`config.mk`:
```
export PLATFORM = sky130hd
export DESIGN_NAME = mono_video_format_selector
export DESIGN_NICKNAME = d
export VERILOG_FILES = /design/src/inc/vfs_pkg.sv /design/src/rtl/mono_video_format_selector.sv /design/src/rtl/udiv_seq.sv
export SDC_FILE = /design/constraint.sdc
export NUM_CORES = 1
export LEC_CHECK = 0
export ABC_CLOCK_PERIOD_IN_PS = 12000
export BUFFER_PORTS_ARGS = -buffer_cell sky130_fd_sc_hd__buf_2
export CORE_MARGIN = 3
export CORE_UTILIZATION = 40
export CTS_BUF_LIST = sky130_fd_sc_hd__clkbuf_4 sky130_fd_sc_hd__clkbuf_8
export CTS_CLUSTER_DIAMETER = 60
export CTS_CLUSTER_SIZE = 20
export DETAILED_ROUTE_END_ITERATION = 10
export PLACE_DENSITY = 0.57
export SLEW_MARGIN = 20
export SYNTH_ARGS = -nofsm -noshare
export SYNTH_HDL_FRONTEND = slang
export SYNTH_SLANG_ARGS = --single-unit
```
`constraint.sdc`:
```
create_clock -name ref_clk -period 12 [get_ports ref_clk]
set_input_delay 0 -clock ref_clk [delete_from_list [all_inputs] [get_ports ref_clk]]
set_output_delay 0 -clock ref_clk [all_outputs]
set_load 0.02 [all_outputs]
```
`src/inc/vfs_pkg.sv`:
```
// Constants and types for the monochrome video format selector
package vfs_pkg;
  // Clock and bus timing
  localparam int unsigned CLK_MHZ = 250;
  localparam int unsigned CLK_HZ = CLK_MHZ * 1000000;
  localparam int unsigned BUS_CYCLE_US = 125;
  localparam int unsigned BUS_CYCLE_CLKS = BUS_CYCLE_US * CLK_MHZ;
  localparam int unsigned TOP_STD_FPS = 30;
  localparam int unsigned FRAME_CLKS_TOP = CLK_HZ / TOP_STD_FPS;
  // Top custom rate 8.15 fps, in hundredths of a frame per second
  localparam int unsigned CUSTOM_TOP_CFPS = 815;
  localparam int unsigned PKT_SCALE = 100000000;
  localparam int unsigned MIN_PKT_PER_FRAME =
    (PKT_SCALE + CUSTOM_TOP_CFPS * BUS_CYCLE_US - 1) / (CUSTOM_TOP_CFPS * BUS_CYCLE_US);
  localparam int unsigned MAX_PKT_PER_FRAME = 4095;

  // Widths and sensor geometry
  localparam int unsigned ADDR_W = 8;
  localparam int unsigned DIM_W = 11;
  localparam int unsigned BPP_W = 13;
  localparam int unsigned FB_W = 24;
  localparam int unsigned PIX_W = 12;
  localparam int unsigned SENSOR_W_DEF = 1600;
  localparam int unsigned SENSOR_H_DEF = 1200;

  // Register byte offsets
  localparam logic [ADDR_W-1:0] OFS_FORMAT = 8'h00;
  localparam logic [ADDR_W-1:0] OFS_RATE = 8'h04;
  localparam logic [ADDR_W-1:0] OFS_CODING = 8'h08;
  localparam logic [ADDR_W-1:0] OFS_AOI_POS = 8'h0C;
  localparam logic [ADDR_W-1:0] OFS_AOI_SIZE = 8'h10;
  localparam logic [ADDR_W-1:0] OFS_BPP = 8'h14;
  localparam logic [ADDR_W-1:0] OFS_MAX_BPP = 8'h18;
  localparam logic [ADDR_W-1:0] OFS_STATUS = 8'h1C;
  localparam logic [ADDR_W-1:0] OFS_PPF = 8'h20;
  localparam logic [ADDR_W-1:0] OFS_CONTROL = 8'h24;

  // Field positions
  localparam int unsigned FMT_LSB = 0;
  localparam int unsigned MODE_LSB = 4;
  localparam int unsigned HI_LSB = 16;
  localparam int unsigned ST_REJECT = 0;
  localparam int unsigned ST_BUSY = 1;
  localparam int unsigned ST_PPF_OVER = 2;
  localparam int unsigned ST_CUSTOM = 3;

  // Selector codes
  localparam logic [2:0] FMT_CUSTOM = 3'h7;
  localparam logic [2:0] MODE_CUSTOM = 3'h0;
  localparam logic [2:0] RATE_TOP = 3'h4;
  localparam logic [7:0] CODE_MONO8 = 8'h00;
  localparam logic [7:0] CODE_MONO16 = 8'h05;
  localparam logic [7:0] YUV_CHROMA_NEUTRAL = 8'h80;

  // Reset values
  localparam logic [2:0] RST_FMT = FMT_CUSTOM;
  localparam logic [2:0] RST_MODE = MODE_CUSTOM;
  localparam logic [2:0] RST_RATE = 3'h2;
  localparam logic [BPP_W-1:0] RST_BPP = 13'h1000;
  localparam logic [BPP_W-1:0] MAX_BPP = 13'h1000;

  typedef enum logic [1:0] {PK_MONO8, PK_MONO16, PK_YUV} pix_kind_t;

  typedef struct packed {
    logic ok;
    pix_kind_t kind;
    logic [DIM_W-1:0] w;
    logic [DIM_W-1:0] h;
    logic [2:0] rmin;
    logic [2:0] rmax;
  } mode_info_t;
endpackage

```
`src/rtl/mono_video_format_selector.sv`:
```
// Video format, mode, rate and pixel coding selector with AHB-Lite registers
//
// Summary of operation
// - Format 0 mode 1: 320x240 YUV, five rates
// - Format 1 modes 2,5,6,7 with listed rates
// - Format 2 modes 2,5,6,7 with listed rates
// - YUV output carries luminance only, neutral chroma
// - 16-bit gray: 12 data bits, upper zero
// - 16-bit pixels sent low byte first
// - Standard modes read a centered sensor region
// - Format 7 mode 0 enables area of interest
// - Custom mode rate follows bytes per packet
// - Maximum payload reported; at maximum, top rate
// - Reset: full sensor area, 4096-byte payload
// - Custom mode: one packet per 125 us cycle
// - Custom mode ignores frame rate register writes
// - Custom mode: only 8/16-bit gray codings
// - Custom 16-bit gray: 12 bits right-aligned
// - 16-bit full frame never above 8.15 fps
//
// The register offsets and the AHB-Lite interface to the registers were left to the implementer.
`timescale 1ns/1ps
module mono_video_format_selector #(
  parameter int unsigned SENSOR_W = vfs_pkg::SENSOR_W_DEF,
  parameter int unsigned SENSOR_H = vfs_pkg::SENSOR_H_DEF,
  parameter int unsigned BUS_CYCLE_CLKS = vfs_pkg::BUS_CYCLE_CLKS,
  parameter int unsigned FRAME_CLKS_TOP = vfs_pkg::FRAME_CLKS_TOP
) (
  input wire logic ref_clk,
  input wire logic rst,
  input wire logic hsel,
  input wire logic [31:0] haddr,
  input wire logic [1:0] htrans,
  input wire logic hwrite,
  input wire logic [2:0] hsize,
  input wire logic [31:0] hwdata,
  input wire logic hready,
  output logic hreadyout,
  output logic [31:0] hrdata,
  output logic hresp,
  input wire logic pix_valid,
  input wire logic [vfs_pkg::PIX_W-1:0] pix_data,
  output logic pix_ready,
  output logic byte_valid,
  output logic [7:0] byte_data,
  output logic byte_sof,
  output logic frame_start,
  output logic [vfs_pkg::DIM_W-1:0] roi_left,
  output logic [vfs_pkg::DIM_W-1:0] roi_top,
  output logic [vfs_pkg::DIM_W-1:0] roi_width,
  output logic [vfs_pkg::DIM_W-1:0] roi_height
);
  import vfs_pkg::*;

  localparam int unsigned BUS_CNT_W = $clog2(BUS_CYCLE_CLKS);
  localparam logic [11:0] SENSOR_W12 = 12'(SENSOR_W);
  localparam logic [11:0] SENSOR_H12 = 12'(SENSOR_H);

  typedef enum {CALC_IDLE, CALC_MAX, CALC_PPF_GO, CALC_PPF} calc_state_t;

  // Supported standard modes
  function automatic mode_info_t mode_info(input logic [2:0] f, input logic [2:0] m);
    mode_info_t i;
    i = '{1'b0, PK_MONO8, 11'h000, 11'h000, 3'h0, 3'h0};
    unique case ({f, m})
      {3'h0, 3'h1}: i = '{1'b1, PK_YUV, 11'd320, 11'd240, 3'h0, 3'h4};
      {3'h1, 3'h2}: i = '{1'b1, PK_MONO8, 11'd800, 11'd600, 3'h2, 3'h3};
      {3'h1, 3'h5}: i = '{1'b1, PK_MONO8, 11'd1024, 11'd768, 3'h1, 3'h3};
      {3'h1, 3'h6}: i = '{1'b1, PK_MONO16, 11'd800, 11'd600, 3'h1, 3'h3};
      {3'h1, 3'h7}: i = '{1'b1, PK_MONO16, 11'd1024, 11'd768, 3'h1, 3'h3};
      {3'h2, 3'h2}: i = '{1'b1, PK_MONO8, 11'd1280, 11'd960, 3'h0, 3'h3};
      {3'h2, 3'h5}: i = '{1'b1, PK_MONO8, 11'd1600, 11'd1200, 3'h0, 3'h2};
      {3'h2, 3'h6}: i = '{1'b1, PK_MONO16, 11'd1280, 11'd960, 3'h0, 3'h2};
      {3'h2, 3'h7}: i = '{1'b1, PK_MONO16, 11'd1600, 11'd1200, 3'h0, 3'h2};
      default: i.ok = 1'b0;
    endcase
    return i;
  endfunction

  function automatic logic rate_fits(input mode_info_t i, input logic [2:0] r);
    return i.ok && (r >= i.rmin) && (r <= i.rmax);
  endfunction

  function automatic logic span_fits(input logic [DIM_W-1:0] p, input logic [DIM_W-1:0] s,
                                     input logic [11:0] lim);
    return (s != '0) && (({1'b0, p} + {1'b0, s}) <= lim);
  endfunction

  // Bus slave state
  logic ap;
  logic wr_pend_q;
  logic rd_pend_q;
  logic [ADDR_W-1:0] addr_q;
  logic [31:0] rd_word;
  logic wr_ok;

  // Configuration registers
  logic [2:0] fmt_q;
  logic [2:0] mode_q;
  logic [2:0] rate_q;
  logic [7:0] coding_q;
  logic [DIM_W-1:0] aoi_left_q;
  logic [DIM_W-1:0] aoi_top_q;
  logic [DIM_W-1:0] aoi_w_q;
  logic [DIM_W-1:0] aoi_h_q;
  logic [BPP_W-1:0] bpp_q;
  logic enable_q;
  logic reject_q;
  logic cfg_dirty_q;

  // Derived selection
  logic custom;
  mode_info_t cur_info;
  pix_kind_t kind;
  logic two_byte;
  logic [DIM_W-1:0] cur_w;
  logic [DIM_W-1:0] cur_h;
  logic [FB_W-1:0] pix_count;
  logic [FB_W-1:0] frame_bytes;
  logic [BPP_W-1:0] eff_bpp;

  // Payload calculation
  calc_state_t calc_q;
  logic [BPP_W-1:0] max_bpp_q;
  logic [FB_W-1:0] ppf_q;
  logic div_start;
  logic [FB_W-1:0] div_den;
  logic div_busy;
  logic div_done;
  logic [FB_W-1:0] div_quot;
  logic div_rem_nz;

  // Frame timing and pixel path
  logic [BUS_CNT_W-1:0] bus_cnt_q;
  logic bus_tick;
  logic [31:0] fr_cnt_q;
  logic [31:0] frame_period;
  logic [FB_W-1:0] pkt_cnt_q;
  logic frame_go;
  logic accept;
  logic [FB_W-1:0] pix_left_q;
  logic [FB_W-1:0] pix_left_d;
  logic [BPP_W:0] pkt_bytes_q;
  logic [BPP_W:0] pkt_bytes_d;
  logic [BPP_W:0] step;
  logic room;
  logic phase_q;
  logic [7:0] hold_q;
  logic sof_pend_q;

  // Bus slave: writes take no wait state, reads take one
  assign ap = hsel && htrans[1] && hready;

  always_ff @(posedge ref_clk) begin
    if (rst) begin
      wr_pend_q <= 1'b0;
      rd_pend_q <= 1'b0;
      addr_q <= '0;
      hreadyout <= 1'b1;
      hresp <= 1'b0;
    end else begin
      wr_pend_q <= ap && hwrite;
      rd_pend_q <= ap && !hwrite;
      if (ap) begin
        addr_q <= {haddr[ADDR_W-1:2], 2'b00};
      end
      hreadyout <= !(ap && !hwrite);
      hresp <= 1'b0;
    end
  end

  always_ff @(posedge ref_clk) begin
    if (rst) begin
      hrdata <= '0;
    end else if (rd_pend_q) begin
      hrdata <= rd_word;
    end
  end

  always_comb begin
    rd_word = '0;
    unique case (addr_q)
      OFS_FORMAT: rd_word = {25'h0, mode_q, 1'b0, fmt_q};
      OFS_RATE: rd_word = {29'h0, rate_q};
      OFS_CODING: rd_word = {24'h0, coding_q};
      OFS_AOI_POS: rd_word = {5'h0, aoi_left_q, 5'h0, aoi_top_q};
      OFS_AOI_SIZE: rd_word = {5'h0, aoi_w_q, 5'h0, aoi_h_q};
      OFS_BPP: rd_word = {19'h0, bpp_q};
      OFS_MAX_BPP: rd_word = {19'h0, max_bpp_q};
      OFS_STATUS: begin
        rd_word[ST_REJECT] = reject_q;
        rd_word[ST_BUSY] = (calc_q != CALC_IDLE) || cfg_dirty_q;
        rd_word[ST_PPF_OVER] = (ppf_q > FB_W'(MAX_PKT_PER_FRAME));
        rd_word[ST_CUSTOM] = custom;
      end
      OFS_PPF: rd_word = {8'h00, ppf_q};
      OFS_CONTROL: rd_word = {31'h0, enable_q};
      default: rd_word = '0;
    endcase
  end

  // Write check: unsupported values are refused and nothing changes
  always_comb begin
    wr_ok = 1'b0;
    unique case (addr_q)
      OFS_FORMAT: wr_ok = ((hwdata[FMT_LSB +: 3] == FMT_CUSTOM) && (hwdata[MODE_LSB +: 3] == MODE_CUSTOM))
                          || rate_fits(mode_info(hwdata[FMT_LSB +: 3], hwdata[MODE_LSB +: 3]), rate_q);
      OFS_RATE: wr_ok = custom || rate_fits(cur_info, hwdata[2:0]);
      OFS_CODING: wr_ok = (hwdata[7:0] == CODE_MONO8) || (hwdata[7:0] == CODE_MONO16);
      OFS_AOI_POS: wr_ok = span_fits(hwdata[HI_LSB +: DIM_W], aoi_w_q, SENSOR_W12)
                           && span_fits(hwdata[DIM_W-1:0], aoi_h_q, SENSOR_H12);
      OFS_AOI_SIZE: wr_ok = span_fits(aoi_left_q, hwdata[HI_LSB +: DIM_W], SENSOR_W12)
                            && span_fits(aoi_top_q, hwdata[DIM_W-1:0], SENSOR_H12);
      OFS_BPP: wr_ok = (hwdata[BPP_W-1:0] != '0) && (hwdata[BPP_W-1:0] <= MAX_BPP) && (hwdata[31:BPP_W] == '0);
      OFS_CONTROL: wr_ok = 1'b1;
      default: wr_ok = 1'b0;
    endcase
  end

  always_ff @(posedge ref_clk) begin
    if (rst) begin
      fmt_q <= RST_FMT;
      mode_q <= RST_MODE;
      rate_q <= RST_RATE;
      coding_q <= CODE_MONO8;
      aoi_left_q <= '0;
      aoi_top_q <= '0;
      aoi_w_q <= DIM_W'(SENSOR_W);
      aoi_h_q <= DIM_W'(SENSOR_H);
      bpp_q <= RST_BPP;
      enable_q <= 1'b0;
    end else if (wr_pend_q && wr_ok) begin
      unique case (addr_q)
        OFS_FORMAT: begin
          fmt_q <= hwdata[FMT_LSB +: 3];
          mode_q <= hwdata[MODE_LSB +: 3];
        end
        OFS_RATE: begin
          if (!custom) begin
            rate_q <= hwdata[2:0];
          end
        end
        OFS_CODING: coding_q <= hwdata[7:0];
        OFS_AOI_POS: begin
          aoi_left_q <= hwdata[HI_LSB +: DIM_W];
          aoi_top_q <= hwdata[DIM_W-1:0];
        end
        OFS_AOI_SIZE: begin
          aoi_w_q <= hwdata[HI_LSB +: DIM_W];
          aoi_h_q <= hwdata[DIM_W-1:0];
        end
        OFS_BPP: bpp_q <= hwdata[BPP_W-1:0];
        OFS_CONTROL: enable_q <= hwdata[0];
        default: enable_q <= enable_q;
      endcase
    end
  end

  always_ff @(posedge ref_clk) begin
    if (rst) begin
      reject_q <= 1'b0;
    end else if (wr_pend_q) begin
      reject_q <= !wr_ok;
    end
  end

  // A new accepted write outranks the clear at calculation start
  always_ff @(posedge ref_clk) begin
    if (rst) begin
      cfg_dirty_q <= 1'b1;
    end else if (wr_pend_q && wr_ok) begin
      cfg_dirty_q <= 1'b1;
    end else if (calc_q == CALC_IDLE && !div_busy) begin
      cfg_dirty_q <= 1'b0;
    end
  end

  // Active selection
  assign custom = (fmt_q == FMT_CUSTOM);
  assign cur_info = mode_info(fmt_q, mode_q);
  assign cur_w = custom ? aoi_w_q : cur_info.w;
  assign cur_h = custom ? aoi_h_q : cur_info.h;
  assign kind = custom ? ((coding_q == CODE_MONO16) ? PK_MONO16 : PK_MONO8) : cur_info.kind;
  assign two_byte = (kind != PK_MONO8);
  assign pix_count = FB_W'(cur_w) * FB_W'(cur_h);
  assign frame_bytes = two_byte ? {pix_count[FB_W-2:0], 1'b0} : pix_count;
  assign eff_bpp = (bpp_q > max_bpp_q) ? max_bpp_q : bpp_q;

  // Payload limits: maximum payload, then packets per frame
  assign div_start = (calc_q == CALC_IDLE && cfg_dirty_q && !div_busy) || (calc_q == CALC_PPF_GO);
  assign div_den = (calc_q == CALC_IDLE) ? FB_W'(MIN_PKT_PER_FRAME) : FB_W'(eff_bpp);

  udiv_seq #(
    .NUM_W(FB_W),
    .DEN_W(FB_W)
  ) payload_div (
    .ref_clk(ref_clk),
    .rst(rst),
    .start(div_start),
    .num(frame_bytes),
    .den(div_den),
    .busy(div_busy),
    .done(div_done),
    .quot(div_quot),
    .rem_nz(div_rem_nz)
  );

  always_ff @(posedge ref_clk) begin
    if (rst) begin
      calc_q <= CALC_IDLE;
      max_bpp_q <= MAX_BPP;
      ppf_q <= '0;
    end else begin
      unique case (calc_q)
        CALC_IDLE: begin
          if (div_start) begin
            calc_q <= CALC_MAX;
          end
        end
        CALC_MAX: begin
          if (div_done) begin
            // Floor keeps packets per frame at or above the top-rate count
            if (div_quot == '0) begin
              max_bpp_q <= BPP_W'(1);
            end else if (div_quot > FB_W'(MAX_BPP)) begin
              max_bpp_q <= MAX_BPP;
            end else begin
              max_bpp_q <= div_quot[BPP_W-1:0];
            end
            calc_q <= CALC_PPF_GO;
          end
        end
        CALC_PPF_GO: calc_q <= CALC_PPF;
        CALC_PPF: begin
          if (div_done) begin
            ppf_q <= div_quot + FB_W'(div_rem_nz);
            calc_q <= CALC_IDLE;
          end
        end
      endcase
    end
  end

  // Isochronous cycle and frame timing
  assign bus_tick = (bus_cnt_q == BUS_CNT_W'(BUS_CYCLE_CLKS - 1));
  assign frame_period = FRAME_CLKS_TOP << (RATE_TOP - rate_q);

  always_comb begin
    frame_go = 1'b0;
    if (enable_q) begin
      if (custom) begin
        frame_go = bus_tick && (FB_W'(pkt_cnt_q) + FB_W'(1) >= ppf_q) && (ppf_q != '0);
      end else begin
        frame_go = (fr_cnt_q + 32'h1 >= frame_period);
      end
    end
  end

  always_ff @(posedge ref_clk) begin
    if (rst) begin
      bus_cnt_q <= '0;
    end else if (bus_tick) begin
      bus_cnt_q <= '0;
    end else begin
      bus_cnt_q <= bus_cnt_q + 1'b1;
    end
  end

  always_ff @(posedge ref_clk) begin
    if (rst || !enable_q || frame_go || custom) begin
      fr_cnt_q <= '0;
    end else begin
      fr_cnt_q <= fr_cnt_q + 32'h1;
    end
  end

  always_ff @(posedge ref_clk) begin
    if (rst || !enable_q || frame_go || !custom) begin
      pkt_cnt_q <= '0;
    end else if (bus_tick) begin
      pkt_cnt_q <= pkt_cnt_q + FB_W'(1);
    end
  end

  always_ff @(posedge ref_clk) begin
    if (rst) begin
      frame_start <= 1'b0;
    end else begin
      frame_start <= frame_go;
    end
  end

  // Readout region
  always_ff @(posedge ref_clk) begin
    if (rst) begin
      roi_left <= '0;
      roi_top <= '0;
      roi_width <= DIM_W'(SENSOR_W);
      roi_height <= DIM_W'(SENSOR_H);
    end else begin
      roi_left <= custom ? aoi_left_q : DIM_W'((SENSOR_W12 - {1'b0, cur_w}) >> 1);
      roi_top <= custom ? aoi_top_q : DIM_W'((SENSOR_H12 - {1'b0, cur_h}) >> 1);
      roi_width <= cur_w;
      roi_height <= cur_h;
    end
  end

  // Pixel intake, paced per isochronous cycle in custom mode
  assign accept = pix_valid && pix_ready;
  assign step = two_byte ? (BPP_W+1)'(2) : (BPP_W+1)'(1);
  assign pkt_bytes_d = (bus_tick ? '0 : pkt_bytes_q) + (accept ? step : '0);
  assign room = !custom || ((pkt_bytes_d + step) <= {1'b0, eff_bpp});
  assign pix_left_d = frame_go ? pix_count : (pix_left_q - FB_W'(accept));

  always_ff @(posedge ref_clk) begin
    if (rst) begin
      pix_left_q <= '0;
      pkt_bytes_q <= '0;
      pix_ready <= 1'b0;
      phase_q <= 1'b0;
    end else begin
      pix_left_q <= pix_left_d;
      pkt_bytes_q <= pkt_bytes_d;
      phase_q <= accept && two_byte;
      pix_ready <= enable_q && !(accept && two_byte) && (pix_left_d != '0) && room;
    end
  end

  always_ff @(posedge ref_clk) begin
    if (rst) begin
      sof_pend_q <= 1'b0;
    end else if (frame_go) begin
      sof_pend_q <= 1'b1;
    end else if (accept) begin
      sof_pend_q <= 1'b0;
    end
  end

  // Byte stream out
  always_ff @(posedge ref_clk) begin
    if (rst) begin
      byte_valid <= 1'b0;
      byte_data <= '0;
      byte_sof <= 1'b0;
      hold_q <= '0;
    end else if (accept) begin
      byte_valid <= 1'b1;
      byte_sof <= sof_pend_q;
      unique case (kind)
        PK_MONO8: byte_data <= pix_data[PIX_W-1:PIX_W-8];
        PK_MONO16: begin
          byte_data <= pix_data[7:0];
          hold_q <= {4'h0, pix_data[PIX_W-1:8]};
        end
        PK_YUV: begin
          byte_data <= YUV_CHROMA_NEUTRAL;
          hold_q <= pix_data[PIX_W-1:PIX_W-8];
        end
        default: byte_data <= '0;
      endcase
    end else if (phase_q) begin
      byte_valid <= 1'b1;
      byte_sof <= 1'b0;
      byte_data <= hold_q;
    end else begin
      byte_valid <= 1'b0;
      byte_sof <= 1'b0;
    end
  end
endmodule // mono_video_format_selector

```
`src/rtl/udiv_seq.sv`:
```
// Sequential restoring divider, quotient and nonzero-remainder flag
`timescale 1ns/1ps
module udiv_seq #(
  parameter int unsigned NUM_W = 24,
  parameter int unsigned DEN_W = 24
) (
  input wire logic ref_clk,
  input wire logic rst,
  input wire logic start,
  input wire logic [NUM_W-1:0] num,
  input wire logic [DEN_W-1:0] den,
  output logic busy,
  output logic done,
  output logic [NUM_W-1:0] quot,
  output logic rem_nz
);
  localparam int unsigned CNT_W = $clog2(NUM_W + 1);

  logic [DEN_W-1:0] rem_q;
  logic [DEN_W-1:0] den_q;
  logic [CNT_W-1:0] cnt_q;
  logic [DEN_W:0] shifted;
  logic [DEN_W+1:0] diff;

  assign shifted = {rem_q, quot[NUM_W-1]};
  assign diff = {1'b0, shifted} - {2'b00, den_q};
  assign rem_nz = (rem_q != '0);

  always_ff @(posedge ref_clk) begin
    if (rst) begin
      busy <= 1'b0;
      done <= 1'b0;
      quot <= '0;
      rem_q <= '0;
      den_q <= '0;
      cnt_q <= '0;
    end else begin
      done <= 1'b0;
      if (start && !busy) begin
        quot <= num;
        rem_q <= '0;
        den_q <= den;
        cnt_q <= CNT_W'(NUM_W);
        busy <= 1'b1;
      end else if (busy) begin
        if (!diff[DEN_W+1]) begin
          rem_q <= diff[DEN_W-1:0];
          quot <= {quot[NUM_W-2:0], 1'b1};
        end else begin
          rem_q <= shifted[DEN_W-1:0];
          quot <= {quot[NUM_W-2:0], 1'b0};
        end
        cnt_q <= cnt_q - 1'b1;
        if (cnt_q == CNT_W'(1)) begin
          busy <= 1'b0;
          done <= 1'b1;
        end
      end
    end
  end
endmodule // udiv_seq

```
**Word level (Yosys, flattened, before mapping)**

Cells that the tools add are included.

- Output and inout bits: 90
- Word-level logic and storage cells: 256
- Bits of input ports: 87
- Register bits: 441

- $mul: 1
- Reduce and logical (&&, ||, !) cells: 86
- $add $sub $neg: 16
- Eq/ne operators: 42
- Shift operators: 1
- $lt $le $gt $ge: 15
- Bitwise logic cells: 3
- Muxes and demuxes: 48

Operators by type and width:

| cell | count |
|---|---|
| one-hot mux 30 bit (9 select lines) | 1 |
| one-hot mux 23 bit (7 select lines) | 1 |
| one-hot mux 32 bit (4 select lines) | 1 |
| 2-to-1 mux 24 bit | 4 |
| 2-to-1 mux 32 bit | 3 |
| nonzero test 24 bit | 3 |
| == test 32 x 2 -> 1 bit, second input constant | 2 |
| zero test 32 bit | 2 |
| == test 6 x 4 -> 1 bit, second input constant | 10 |
| 2-to-1 mux 13 bit | 4 |
| adder 11 x 11 -> 12 bit | 4 |
| == test 6 x 5 -> 1 bit, second input constant | 8 |
| <= comparator 12 x 11 -> 1 bit, second input constant | 4 |
| one-hot mux 5 bit (9 select lines) | 1 |
| 2-to-1 mux 11 bit | 4 |
| nonzero test 11 bit | 4 |
| one-hot mux 4 bit (10 select lines) | 1 |
| adder 32 x 1 -> 32 bit, second input constant | 1 |
| == test 32 x 1 -> 1 bit, second input constant | 1 |
| == test 32 x 3 -> 1 bit, second input constant | 1 |
| >= comparator 32 bit | 1 |
| nonzero test 32 bit | 1 |
| left shift 23 x 3 -> 32 bit, first input constant | 1 |
| logical AND 1 bit | 29 |
| 53 further kinds | 120 |

**Depth between registers and ports, before layout**

- Depth after elaboration: 11
- Mapped depth: 30

**Modules after synthesis**

A second synthesis with hierarchy kept.

- Cells, all modules: 3570
- Area, all modules: 29143.0 um2

Modules (own cells, without submodules):

| module | area each (um2) | cells an instance | times used |
|---|---|---|---|
| mono_video_format_selector | 24404.7 | 2958 | 1 |
| udiv_seq | 4738.3 | 612 | 1 |

**Least setup slack after synthesis**

Ideal clock, no wire load.

- Path kind: register to register
- Start point: register fmt_q[2]
- End point: register pix_ready
- Stages on the path, launching flop included: 26
- Slack: 4780 ps
- Library setup time: 122 ps
- Buffers on the path: 5
- Data arrival time: 7098 ps
- Cells stage by stage: dfxtp_1 -> and3_1 -> clkbuf_1 -> clkbuf_1 -> clkbuf_1 -> clkbuf_1 -> buf_1 -> nand3_1 -> fa_1 -> fa_1 -> inv_1 -> fa_1 -> fa_1 -> inv_1 -> fa_1 -> inv_1 -> ha_1 -> a21o_1 -> a211oi_1 -> and4_1 -> nor4_1 -> or3_1 -> or4_1 -> nand4bb_1 -> o31ai_1 -> a21oi_1

- Longest elaborated chain between the ends: 11

RTL lines:

| element | RTL line | RTL |
|---|---|---|
| from (decl) | mono_video_format_selector.sv:98 | `logic [2:0] fmt_q;` |
| from (signal assigned) | mono_video_format_selector.sv:235 | `fmt_q <= hwdata[FMT_LSB +: 3];` |
| == test 6 x 5 -> 1 bit (tied with other cells) | mono_video_format_selector.sv:65 | `unique case ({f, m})` |
| one-hot mux 30 bit (9 select lines) | mono_video_format_selector.sv:65 |  |
| 2-to-1 mux 2 bit | mono_video_format_selector.sv:283 | `assign kind = custom ? ((coding_q == CODE_MONO16) ? PK_MONO16 : PK_MONO8) : cur_info.kind;` |
| nonzero test 2 bit | mono_video_format_selector.sv:284 | `assign two_byte = (kind != PK_MONO8);` |
| 2-to-1 mux 2 bit | mono_video_format_selector.sv:410 | `assign step = two_byte ? (BPP_W+1)'(2) : (BPP_W+1)'(1);` |
| 2-to-1 mux 2 bit | mono_video_format_selector.sv:411 | `assign pkt_bytes_d = (bus_tick ? '0 : pkt_bytes_q) + (accept ? step : '0);` |
| adder 14 x 2 -> 14 bit | mono_video_format_selector.sv:411 |  |
| adder 14 x 2 -> 14 bit | mono_video_format_selector.sv:412 | `assign room = !custom \|\| ((pkt_bytes_d + step) <= {1'b0, eff_bpp});` |
| <= comparator 14 x 13 -> 1 bit | mono_video_format_selector.sv:412 |  |
| logical OR 1 bit | mono_video_format_selector.sv:412 |  |
| logical AND 1 bit (*) | mono_video_format_selector.sv:425 | `pix_ready <= enable_q && !(accept && two_byte) && (pix_left_d != '0) && room;` |
| to (signal assigned) | mono_video_format_selector.sv:425 |  |
| to (decl) | mono_video_format_selector.sv:43 | `output logic pix_ready,` |

Mark *: on every way between the ends. The rest lies on a longest branch, timed or not.
A chain may end at the register's enable or synchronous reset.

**Worst setup path after layout**

- Start point: register fmt_q[1]
- End point: register pix_ready

Same word-level chain as after synthesis.

==> impl_metrics.toml <==
[run_status]
outcome = "finished, final reports clean"

[synth]
warnings_from_yosys = 0
syn_area_um2 = 28100
synth-async-reset-ratio_pct = 0
most_instantiated_library_cell_after_synthesis = "nor2_1"
synthDominantAreaCellType = "dfxtp_1"
synth_top_area_share_pct = 28.1
synth_seq_cells = 395
synth-seq-area-share_pct = 28.1
synth_enable_flop_cells = 0
yosys.area_share.adder_pct = 16.7
post_synth.cell_area_avg_um2 = 8.12
yosys-mux-area-fraction_pct = 3.63
synth_top_family_by_area = "simple AND/OR/NAND/NOR gates"
most_numerous_cell_types_in_the_synthesized_netlist = "437 x nor2_1, 395 x dfxtp_1, 270 x nand2_1"
post_synth_xor_area_fraction_pct = 6.07
synth.lib_cells_used.distinct = 95
syn_inst = 3464
synth_area_leaders = "dfxtp_1 28%, ha_1 11%, fa_1 6.2%"
compound_gate_fraction_of_synth_area_pct = 17.1
synth_simple_gate_area_share_pct = 22.4
synth_top_flop_cell = "dfxtp_1"

[clocking]
cts_tree = "done"
count_of_cells_resized_by_post_cts_repair = 0
htree_num_levels = 2
cts-buffers-inserted = 45
maximum_count_of_clock_buffers_along_a_single_path = 3
clk_pin_slew_worst_paths_ns = 0.10
clock_latency_ns = 0.69
cts_post_setup_buffers_inserted = 0
root_buffer_cell = "clkbuf_8"
clock-sinks = 395

[global_route]
antenna_found_initial = 4
wire_length_of_the_first_global_routing_pass_mm = 138
gr_util_all_layers_pct = 23.2
grt_pass1_vias = 24000
grt_remaining_overflow = 0
grt_max_degree = 85

[worst_setup_path]
critPathArrivalTime_ns = 8.99
crit_path_top_delay_cell = "buf_4"
critical_path.cell_chain = "and3_2 > buf_4 > a21oi_1 > or2_2 > fa_1 > fa_1 > inv_1 > fa_1 > fa_1 > inv_1 > fa_1 > inv_1 > ha_1 > a21o_1 > a211oi_1 > and4_1 > nor4_1 > buf_4 > or3_1 > or4_1 > nand4bb_1 > o31ai_1 > a21oi_1"
critical-path-top-cell-by-count = "fa_1"
setup.worst_path.end_class = "flop"
critical_path_peak_fanout = 84
crit_path_start_kind = "flop"
crit_buf_inv = 5
critical-path-top-delay-family = "adder cells"
crit_path_max_incr_delay_ns = 0.68
cp.required_ns = 12.52
setup.worst_path.class = "reg -> reg"

[power]
totalPowerFinal_uw = 3780
power-per-cell-area_nw_per_um2 = 121
power.share.switching_pct = 39.2
static-leakage-power_uw = 0.0131
power_switching_uw = 1480
internal_power_uw = 2300
peakVddDrop_mv = 0.0926
clockPowerShare_pct = 28.4
share_seq_of_total_power_pct = 40.7
combPwrFrac_pct = 30.9

[sta]
final_hold_viol_count = 0
tns_ns = 0
slew_violations = 0
grt_setup_unrepaired = "false"
report.final.setup_viol = 0
period_share_pct = 70.6
tightest_slew_ns = 1.14
clock-skew-final_ns = 0.0674
fmaxAchievable_ghz = 0.118
post-route-worst-setup-slack_ns = 3.53
max_slew_margin_pct = 23.3
finalCriticalPeriod_ns = 8.47

[place]
placement.setup.worst_slack_ns = 3.75
placement.io_buffers = 140
hpwl_mm = 64.6
gpl.final_weighted_congestion = 0.923

[floorplanning]
total_number_of_placement_rows = 96
starting_utilization_of_the_core_area_pct = 40.7
io_pins = 177
fp.dieArea_um2 = 73500
fp.dieW_um = 271
die_span_in_y_um = 271
coreArea_um2 = 69200

[route]
initialDrtViolationCount = 1858
final_antenna_net_count = 0
drt_first_pass_iters = 6
total_vias_in_the_final_route = 25000
drt_wirelength_mm = 86.7
avgViaCountPerCell = 5.53
detail_route.wl_per_cell_um = 19.2
detail_route.drc_violations = 0

[layout]
layout-drive-gt1-share_pct = 8.66
nFillCells = 7031
final_net_count = 3964
synthToLayoutAreaGrowth_pct = 10.6

[min_path]
worstHoldPathType = "in -> reg"

[job]
drv_cap = 0
==> layout make-up <==
type / count / area [µm²] / area share (%)
multi-input cells: 2644 / 18600 / 59.7
flip-flops and latches: 395 / 7910 / 25.4
clock inverters: 35 / 362 / 1.16
repair buffers: 230 / 1530 / 4.92
well taps: 931 / 1160 / 3.74
inverters: 237 / 890 / 2.86
diodes: 4 / 10.0 / 0.0322
clock buffers: 49 / 662 / 2.13
==> metrics by stage <==
stage	hold WS, ns	util, %	cell area [µm²]	std cells
after floorplan	0.0883	-	28200	3471
after global placement	0.238	42.6	29500	4379
after detailed placement	0.241	42.6	29500	4379
after CTS	0.0978	45.0	31100	4521
after global routing	0.115	45.0	31100	4525
final	0.148	45.0	31100	4525
==> routing by layer <==
layer | track usage, % | part of all wire (%) | vias to the layer above
met5 | 0 | 0 | -
met4 | 7.74 | 3.5 | 0
met3 | 2.98 | 5.1 | 151
met2 | 37.9 | 45 | 610
met1 | 31.8 | 46 | 11900
li1 | - | - | 12400
==> sequential cells by signal, summed over array words and instances (netlist names), 14 cells and up <==
register and count:
pkt_cnt_q 24, payload_div.quot 24, pix_left_q 24, pkt_bytes_q 14
ppf_q 24, payload_div.rem_q 24, fr_cnt_q 32, bus_cnt_q 15
hrdata 27
==> final timing paths <==
check / start / endpoint / slack, ns / cells after the start
max reg2reg: fmt_q[1] / pix_ready / 3.53 / 23
min: hwrite / wr_pend_q / 0.15 / 3
max: fmt_q[1] / pix_ready / 3.53 / 23
min reg2reg: sof_pend_q / byte_sof / 0.41 / 2
==> cell families (layout without fill, tap and decap cells) <==
| kind of cell | after synthesis | after routing |
|---|---|---|
| AOI/OAI and AO/OA | 723 | 723 |
| xor gates and xnor gates | 195 | 195 |
| adders and majority gates | 324 | 324 |
| buffers and inverters | 432 | 551 |
| DFF | 395 | 395 |
| muxes | 100 | 100 |
| other | 1 | 12 |
| and+or+nand+nor | 1294 | 1294 |
==> placed cells by master (no fill, tap or decap), drive strengths merged, types with 87 or more instances in the layout <==
cell type and instances:
inv 254, buf 171, nand2 270, xnor2 91
a211oi 97, mux2i 92, fa 87, nor2 439
nand3 95, a21oi 196, xor2 104, ha 237
dfxtp 395, o21ai 130
==> worst min-delay path, delay by kind of cell <==
family                 cells  cell delay (ns)
AND/OR/NAND/NOR            1             0.13
buffers and inverters      2             0.68
==> power groups by stage <==
stage / clock network [µW] / logic [µW] / registers [µW]
2_1_floorplan: 0 / 957 / 1490
3_3_place_gp: 0 / 1150 / 1570
3_5_place_dp: 0 / 1150 / 1570
4_1_cts: 1110 / 1170 / 1540
5_1_grt: 1160 / 1350 / 1560
6_report: 1070 / 1170 / 1540
==> timing repair <==
action	in CTS	in global routing
hold endpoints to repair	134	0
hold buffers	58	0
endpoints found under the setup margin	0	0
Note: power is estimated with default switching activity, not from simulation.
